===== config.mk =====
export PLATFORM = sky130hd
export DESIGN_NAME = lvd_ctrl
export DESIGN_NICKNAME = d
export VERILOG_FILES = /design/src/common/lvd_pkg.sv /design/src/common/lvd_cmp_if.sv /design/src/rtl/lvd_sync.sv /design/src/rtl/lvd_ctrl.sv
export SDC_FILE = /design/constraint.sdc
export NUM_CORES = 1
export LEC_CHECK = 0
export ABC_AREA = 0
export BUFFER_PORTS_ARGS = -buffer_cell sky130_fd_sc_hd__buf_2
export CORE_UTILIZATION = 24
export CTS_CLUSTER_DIAMETER = 80
export DETAILED_ROUTE_END_ITERATION = 7
export SYNTH_ARGS = -nofsm -noshare
export SYNTH_HDL_FRONTEND = slang
export SYNTH_SLANG_ARGS = --single-unit
export TNS_END_PERCENT = 10

===== constraint.sdc =====
create_clock -name clk_sys_i -period 4.71 [get_ports clk_sys_i]
set_clock_uncertainty 0.05 [all_clocks]
set_input_delay 0.2355 -clock clk_sys_i [delete_from_list [all_inputs] [get_ports clk_sys_i]]
set_output_delay 0.2355 -clock clk_sys_i [all_outputs]
set_load 0.005 [all_outputs]

===== src/common/lvd_pkg.sv =====
package lvd_pkg;

	// ----------------------------------------------------------------
	// register map (byte addresses, one aligned word each)
	// ----------------------------------------------------------------
	localparam logic [7:0] ADDR_CTRL  = 8'h00;
	localparam logic [7:0] ADDR_LEVEL = 8'h04;
	localparam logic [7:0] ADDR_IRQF  = 8'h08;
	localparam logic [7:0] ADDR_MASK  = 8'h0c;

	// ----------------------------------------------------------------
	// field positions
	// ----------------------------------------------------------------
	localparam int BIT_FLAG   = 0;
	localparam int BIT_ACTION = 1;
	localparam int BIT_SOURCE = 2;
	localparam int BIT_ON     = 7;
	localparam int BIT_IRQ    = 0;
	localparam int LEVEL_W    = 4;

	// ----------------------------------------------------------------
	// reset values and bus answers
	// ----------------------------------------------------------------
	localparam logic       MASK_RST   = 1'b1;
	localparam logic [1:0] RESP_OKAY  = 2'b00;
	localparam logic [1:0] RESP_SLVERR = 2'b10;

	// ----------------------------------------------------------------
	// timing
	// ----------------------------------------------------------------
	localparam int CLK_MHZ     = 50;
	localparam int SETTLE_US   = 10;
	localparam int SETTLE_CYC  = SETTLE_US * CLK_MHZ;

	typedef enum logic [1:0] {
		LVD_WR_IDLE = 2'b00,
		LVD_WR_RESP = 2'b01
	} lvd_wr_e;

endpackage


===== src/common/lvd_cmp_if.sv =====
`timescale 1ns/1ps
interface lvd_cmp_if;
	logic raw;
	logic level_ok;
	logic rise;
	logic fall;
	modport sync_side (input raw, output level_ok, output rise, output fall);
	modport core_side (output raw, input level_ok, input rise, input fall);
endinterface


===== src/rtl/lvd_sync.sv =====
`timescale 1ns/1ps
module lvd_sync
	import lvd_pkg::*;
(
	input  wire logic      clk_sys_i,
	input  wire logic      rst_b_i,
	input  wire logic      enable_i,
	lvd_cmp_if.sync_side   cmp
);
	typedef struct packed {
		logic s1;
		logic s2;
		logic s3;
	} lvd_sync_s;

	lvd_sync_s st;
	lvd_sync_s next_st;

	always_comb begin
		next_st    = st;
		next_st.s1 = cmp.raw;
		next_st.s2 = st.s1;
		next_st.s3 = st.s2;
		if (!enable_i) begin
			next_st.s3 = st.s2;
		end
	end

	always_ff @(posedge clk_sys_i) begin
		if (!rst_b_i) begin
			st <= '0;
		end else begin
			st <= next_st;
		end
	end

	// only s2/s3 are looked at; s1 may be metastable
	assign cmp.level_ok = st.s2;
	assign cmp.rise     = enable_i && st.s2 && !st.s3;
	assign cmp.fall     = enable_i && !st.s2 && st.s3;
endmodule


===== src/rtl/lvd_ctrl.sv =====
// Notes on behaviour
// - any reset sets interrupt mask to 1
// - interrupt mode: crossing raises request flag
// - control bit 7 enables, clearing stops
// - control bit 0 shows level at/above threshold (here it reads 0 while bit 7 is clear)
// - control bit 1: 0 interrupt, 1 reset
// - request flag is bit 0 of flag register
// - source select picks fixed external threshold
// - reset mode: reset while level below
// - level register bits 3:0 pick threshold
//
// Local design decisions: the register addresses and the AXI4-Lite interface to the registers.
`timescale 1ns/1ps
module lvd_ctrl
	import lvd_pkg::*;
(
	input  wire logic        clk_sys_i,
	input  wire logic        rst_b_i,
	input  wire logic [7:0]  s_axi_awaddr,
	input  wire logic        s_axi_awvalid,
	output logic             s_axi_awready,
	input  wire logic [31:0] s_axi_wdata,
	input  wire logic [3:0]  s_axi_wstrb,
	input  wire logic        s_axi_wvalid,
	output logic             s_axi_wready,
	output logic [1:0]       s_axi_bresp,
	output logic             s_axi_bvalid,
	input  wire logic        s_axi_bready,
	input  wire logic [7:0]  s_axi_araddr,
	input  wire logic        s_axi_arvalid,
	output logic             s_axi_arready,
	output logic [31:0]      s_axi_rdata,
	output logic [1:0]       s_axi_rresp,
	output logic             s_axi_rvalid,
	input  wire logic        s_axi_rready,
	input  wire logic        supply_cmp_i,
	input  wire logic        ext_cmp_i,
	output logic             detector_on_o,
	output logic             source_select_o,
	output logic [3:0]       level_select_o,
	output logic             detect_irq_o,
	output logic             internal_reset_o
);
	// ----------------------------------------------------------------
	// state
	// ----------------------------------------------------------------
	typedef struct packed {
		logic               detector_on;
		logic               source_select;
		logic               action_select;
		logic [LEVEL_W-1:0] level_select;
		logic               detect_irq_request;
		logic               detect_irq_mask;
		logic               rst_req;
		logic               aw_held;
		logic [7:0]         aw_addr;
		logic               w_held;
		logic [31:0]        w_data;
		logic [3:0]         w_strb;
		logic               bvalid;
		logic [1:0]         bresp;
		logic               rvalid;
		logic [31:0]        rdata;
		logic [1:0]         rresp;
	} lvd_ctrl_s;

	lvd_ctrl_s st;
	lvd_ctrl_s next_st;
	lvd_cmp_if cmp ();

	// external pin uses its own fixed reference, so the level select is ignored there
	assign cmp.raw = st.source_select ? ext_cmp_i : supply_cmp_i;

	lvd_sync u_sync (
		.clk_sys_i (clk_sys_i),
		.rst_b_i   (rst_b_i),
		.enable_i  (st.detector_on),
		.cmp       (cmp)
	);

	function automatic logic [31:0] ctrl_word(input lvd_ctrl_s s, input logic lvl);
		logic [31:0] w;
		w             = 32'h0000_0000;
		w[BIT_ON]     = s.detector_on;
		w[BIT_SOURCE] = s.source_select;
		w[BIT_ACTION] = s.action_select;
		w[BIT_FLAG]   = s.detector_on & lvl;
		return w;
	endfunction

	// ----------------------------------------------------------------
	// next state
	// ----------------------------------------------------------------
	logic        irq_set;
	logic [31:0] wd;
	logic        wl;

	always_comb begin
		next_st  = st;
		wd       = st.w_data;
		wl       = st.w_strb[0];
		irq_set  = 1'b0;

		// capture write address and data in either order
		if (s_axi_awvalid && !st.aw_held && !st.bvalid) begin
			next_st.aw_held = 1'b1;
			next_st.aw_addr = s_axi_awaddr;
		end
		if (s_axi_wvalid && !st.w_held && !st.bvalid) begin
			next_st.w_held = 1'b1;
			next_st.w_data = s_axi_wdata;
			next_st.w_strb = s_axi_wstrb;
		end

		// crossing in interrupt mode raises the request
		if (st.detector_on && !st.action_select && (cmp.rise || cmp.fall)) begin
			irq_set = 1'b1;
		end

		if (st.aw_held && st.w_held) begin
			next_st.aw_held = 1'b0;
			next_st.w_held  = 1'b0;
			next_st.bvalid  = 1'b1;
			next_st.bresp   = RESP_OKAY;
			if (st.aw_addr == ADDR_CTRL) begin
				if (wl) begin
					// a zero byte clears every control bit together
					next_st.detector_on   = wd[BIT_ON];
					next_st.source_select = wd[BIT_SOURCE];
					next_st.action_select = wd[BIT_ACTION];
				end
			end else if (st.aw_addr == ADDR_LEVEL) begin
				if (wl) begin
					next_st.level_select = wd[LEVEL_W-1:0];
				end
			end else if (st.aw_addr == ADDR_IRQF) begin
				if (wl && wd[BIT_IRQ]) begin
					next_st.detect_irq_request = 1'b0;
				end
			end else if (st.aw_addr == ADDR_MASK) begin
				if (wl) begin
					next_st.detect_irq_mask = wd[BIT_IRQ];
				end
			end else begin
				next_st.bresp = RESP_SLVERR;
			end
		end
		// set wins over a simultaneous clear
		if (irq_set) begin
			next_st.detect_irq_request = 1'b1;
		end

		if (st.bvalid && s_axi_bready) begin
			next_st.bvalid = 1'b0;
		end

		if (s_axi_arvalid && !st.rvalid) begin
			next_st.rvalid = 1'b1;
			next_st.rresp  = RESP_OKAY;
			if (s_axi_araddr == ADDR_CTRL) begin
				next_st.rdata = ctrl_word(st, cmp.level_ok);
			end else if (s_axi_araddr == ADDR_LEVEL) begin
				next_st.rdata = {{(32-LEVEL_W){1'b0}}, st.level_select};
			end else if (s_axi_araddr == ADDR_IRQF) begin
				next_st.rdata = {31'h0000_0000, st.detect_irq_request};
			end else if (s_axi_araddr == ADDR_MASK) begin
				next_st.rdata = {31'h0000_0000, st.detect_irq_mask};
			end else begin
				next_st.rdata = 32'h0000_0000;
				next_st.rresp = RESP_SLVERR;
			end
		end else if (st.rvalid && s_axi_rready) begin
			next_st.rvalid = 1'b0;
		end

		// reset mode holds reset while the synchronised level is low
		next_st.rst_req = next_st.detector_on && next_st.action_select && !cmp.level_ok;
	end

	always_ff @(posedge clk_sys_i) begin
		if (!rst_b_i) begin
			st                 <= '0;
			st.detect_irq_mask <= MASK_RST;
		end else begin
			st <= next_st;
		end
	end

	// ----------------------------------------------------------------
	// outputs
	// ----------------------------------------------------------------
	assign s_axi_awready    = !st.aw_held && !st.bvalid;
	assign s_axi_wready     = !st.w_held && !st.bvalid;
	assign s_axi_bvalid     = st.bvalid;
	assign s_axi_bresp      = st.bresp;
	assign s_axi_arready    = !st.rvalid;
	assign s_axi_rvalid     = st.rvalid;
	assign s_axi_rdata      = st.rdata;
	assign s_axi_rresp      = st.rresp;
	assign detector_on_o    = st.detector_on;
	assign source_select_o  = st.source_select;
	assign level_select_o   = st.level_select;
	assign detect_irq_o     = st.detect_irq_request && !st.detect_irq_mask;
	assign internal_reset_o = st.rst_req;
endmodule


# Word level (Yosys, flattened, before mapping)
# Index checks and enable logic that the tools add are counted.
# word_totals
elab_cells	103
regBits	70
out_inout_bits	49
in_bits	61
# classes
n_reduce_logical	41
muxes	29
eq_ne	8
n_bitwise	5
# ops
operator	count
$eq A8 B4 Y1 const B	4
$logic_and A1 B1 Y1	20
$mux W2	9
$eq A8 B3 Y1 const B	2
$logic_not A8 Y1	2
$mux W1	12
$mux W4	3
$mux W9	1
$logic_not A1 Y1	8
$mux W8	1
$reduce_bool A2 Y1	4
$mux W3	2
$mux W6	1
$reduce_and A6 Y1	1
$reduce_and A5 Y1	1
$ne A2 B2 Y1 const B	2
$not A1 Y1	4
$reduce_and A4 Y1	1
$reduce_or A2 Y1	2
$reduce_and A3 Y1	1
$and A1 B1 Y1	1
$logic_or A1 B1 Y1	1

# Longest topological paths before layout
# depth
depth_word	8
depth_mapped	5
depth_no_buf	4

# Modules after synthesis
# Synthesis repeated with hierarchy kept, for this count alone.
# unflattened
cells_unflattened	209
hier_area_um2	1890.6
# by_module_without_submodules
module	instances	seq_area_each_um2	area_per_inst_um2	cells_each
lvd_ctrl	1	700.7	1793.0	201
lvd_sync	1	60.1	97.6	8

# Worst setup path before layout
# No wires, ideal clock.
# synth_timing
path_type	reg-to-reg
from	reg st[80] (netlist name)
to	reg st (netlist bit internal_reset_o)
setup_time_ps	66
n_path_buf	0
period_less_slack_ps	1512
arrival_ps	1396
stages_incl_launch_ff	5
setup_slack_ps	3198
t_required_ps	4594
path_cell_list	dfxtp_1 -> nor4_4 -> nand4_4 -> or3_1 -> a21oi_2
# synth_between
elab_chain_cells	5
# synth_rtl
element	line	source
start: declaration	lvd_ctrl.sv:67	lvd_ctrl_s st;
start signal: assignment	lvd_ctrl.sv:185	st <= next_st;
$logic_not A8 Y1	lvd_ctrl.sv:125	if (st.aw_addr == ADDR_CTRL) begin
$mux W3	lvd_ctrl.sv:125	
$mux W9	lvd_ctrl.sv:120	if (st.aw_held && st.w_held) begin
$logic_and A1 B1 Y1 (2 in series)	lvd_ctrl.sv:177	next_st.rst_req = next_st.detector_on && next_st.action_select && !cmp.level_ok;
# No other way between the ends. The select of a mux whose other input is x is not followed.
# A chain may end at the register's enable or synchronous reset.

# Worst setup path in the final report
# Ends and elaborated chain as after synthesis.

==> results.json <==
{
  "required_ns": 4.89,
  "power.density_nw_per_um2": 333,
  "final_area_um2": 2110,
  "synth_area_leaders": "dfxtp_1, buf_4, mux2i_1, nand2_1, nor2_1",
  "antenna_found_initial": 0,
  "synth_edf_count": 0,
  "path_class": "reg -> reg",
  "wirelength_mm": 3.78,
  "finalSetupTns_ns": 0,
  "syn-cell-area_um2": 1840,
  "clk_pin_slew_ns": 0.08,
  "cellLeakagePower_uw": 0.000972,
  "cts-root-buf": "clkbuf_8",
  "cts_tree": "yes",
  "hold_violations": 0,
  "start_util": 0.251,
  "ys_seq_area_frac": 0.413,
  "slew_violations": 0,
  "final_nets": 312,
  "die_area_um2": 8030,
  "yosysUniqueCellTypes": 32,
  "firstDrtPassIters": 4,
  "drive_gt1_frac": 0.258,
  "yosysTopAreaCell": "dfxtp_1",
  "p_total_uw": 702,
  "htreeDepth": 2,
  "io_pins": 110,
  "vias": 1429,
  "gp_congestion": 0.719,
  "clk_latency_ns": 0.29,
  "ir_drop_v": 0.000109,
  "tightestPinTransition_ns": 1.00,
  "placed_area_um2": 1990,
  "min_period_over_period": 0.354,
  "end_kind": "flip-flop",
  "grt_usage": 0.0945,
  "nFillCells": 801,
  "rows": 31,
  "maxCapViolations": 0,
  "timing.slew.headroom": 0.330,
  "ys_ff_latch": 38,
  "syn2layout_area_growth_pct": 14.5,
  "grt_start_max_net_pins": 33,
  "path_max_fanout": 5,
  "die_w_um": 89.6,
  "yosysWarnings": 0,
  "post_cts_buffers": 0,
  "dp.cells": 343,
  "r2r_slack_ns": 3.04,
  "clock_path_buffers": 2,
  "hp-class": "in -> reg",
  "port_buffers": 50,
  "ctsResizeCount": 0,
  "core_um2": 7330,
  "synthTopCellsByCount": "buf_4, dfxtp_1, nand2_1, nor2_1, mux2i_1",
  "wl_per_cell_um": 10.8,
  "ys.flop_type": "dfxtp_1",
  "cp-start-kind": "flip-flop",
  "n_antenna_cell": 0,
  "synthArstFlopShare": 0,
  "fmax_mhz": 600,
  "die_y_um": 89.6,
  "drtIter0Drc": 58,
  "first_global_vias": 1181,
  "grt_pass1_wl_mm": 5.61,
  "cts_inserted_buffers": 5,
  "status": "completed",
  "viasPerCell": 4.07,
  "ctsHoldBuffers": 0,
  "route.detailed.drc": 0,
  "grt_setup_unrepaired": "no",
  "synth.avg_cell_area_um2": 8.65,
  "hpwl_mm": 2.87,
  "cts_sinks": 38,
  "netlist_instances": 213,
  "fin_crit_ns": 1.67,
  "finalSetupViolCount": 0,
  "synth_top_area_frac": 0.413,
  "postLayoutCoreUtil": 0.288,
  "grt-ovfl-total": 0,
  "synth.most_common_cell": "buf_4",
  "cp.arrival_ns": 1.85,
  "ant_nets": 0,
  "final-instance-count-excl-fill": 351
}
## state kept, by name (all words and copies together) (netlist names)
name,cells
internal_reset_o,1
s_axi_rvalid,1
source_select_o,1
u_sync.st,1
level_select_o,4
s_axi_bresp,1
st,14
s_axi_rdata,5
s_axi_rresp,1
u_sync.next_st,1
u_sync.cmp.level_ok,1
detector_on_o,1
wd,5
s_axi_bvalid,1
## metal layers
metal | GRT usage | wire [µm]
met5 | 0 | 0
met4 | 0.0390 | 54
met3 | 0.0329 | 282
met2 | 0.152 | 1710
met1 | 0.115 | 1730
## final timing paths
| kind | from | end | cells after the start |
|---|---|---|---|
| worst max-delay path | st[80]$_SDFFE_PN0P_ | internal_reset_o$_SDFF_PN0_ | 4 |
| worst min register to register | u_sync.next_st[1]$_SDFF_PN0_ | u_sync.cmp.level_ok$_SDFF_PN0_ | 1 |
| worst max register to register | st[80]$_SDFFE_PN0P_ | internal_reset_o$_SDFF_PN0_ | 4 |
| worst min-delay path | s_axi_rready | s_axi_rvalid$_SDFFE_PN0P_ | 2 |
## metrics by stage
step                worst slack, ns  hold slack, ns
floorplan                      3.20           0.285
global placement               3.00           0.370
detailed placement             2.99           0.373
CTS                            3.02          0.0582
global route                   2.94          0.0665
finish                         3.04          0.0593
## critical path: stages, from the launching register on
cell     delay (ns)
dfxtp_1        0.34
nor4_4         0.47
nand4_4        0.21
or3_1          0.40
a21oi_2        0.15
## cell families after synthesis
family / count (synthesis) / share of synthesized area
AO/OA/AOI/OAI: 25 / 0.0829
XOR/XNOR: 1 / 0.00476
buffers and inverters: 52 / 0.188
flip-flops: 38 / 0.413
multiplexers: 17 / 0.0931
other: 1 / 0.00204
AND/OR/NAND/NOR: 79 / 0.217
## cell type report
class	instances	area (µm²)	area share
Inverter	5	18.8	0.00890
Multi-Input combinational cell	151	841	0.399
Clock buffer	5	68.8	0.0326
Timing Repair Buffer	50	250	0.119
Clock inverter	3	45.0	0.0214
Sequential cell	38	761	0.361
Tap cell	99	124	0.0588
## power by group
part | switching (µW) | internal (µW) | total [µW]
registers | 11.9 | 335 | 347
clock network | 122 | 158 | 279
logic | 44.1 | 31.5 | 75.6
total | 178 | 524 | 702
## cells in the final DEF, fill, tap and decap left out, types with 2 or more instances in the layout
cell        count
buf_2          50
nor2_1         25
nand4_1         4
and2_1          5
nand3_1         4
dfxtp_1        38
inv_1           5
clkbuf_8        5
nand2_1        27
nand2b_1        2
o21ai_0         2
a21oi_1        13
nor2b_1         3
conb_1         29
mux2i_1        16
o22ai_1         2
a221oi_1        2
a211oi_1        2
nor3_1          2
clkinvlp_4      2
No activity file was read; power rests on OpenSTA's default activity.
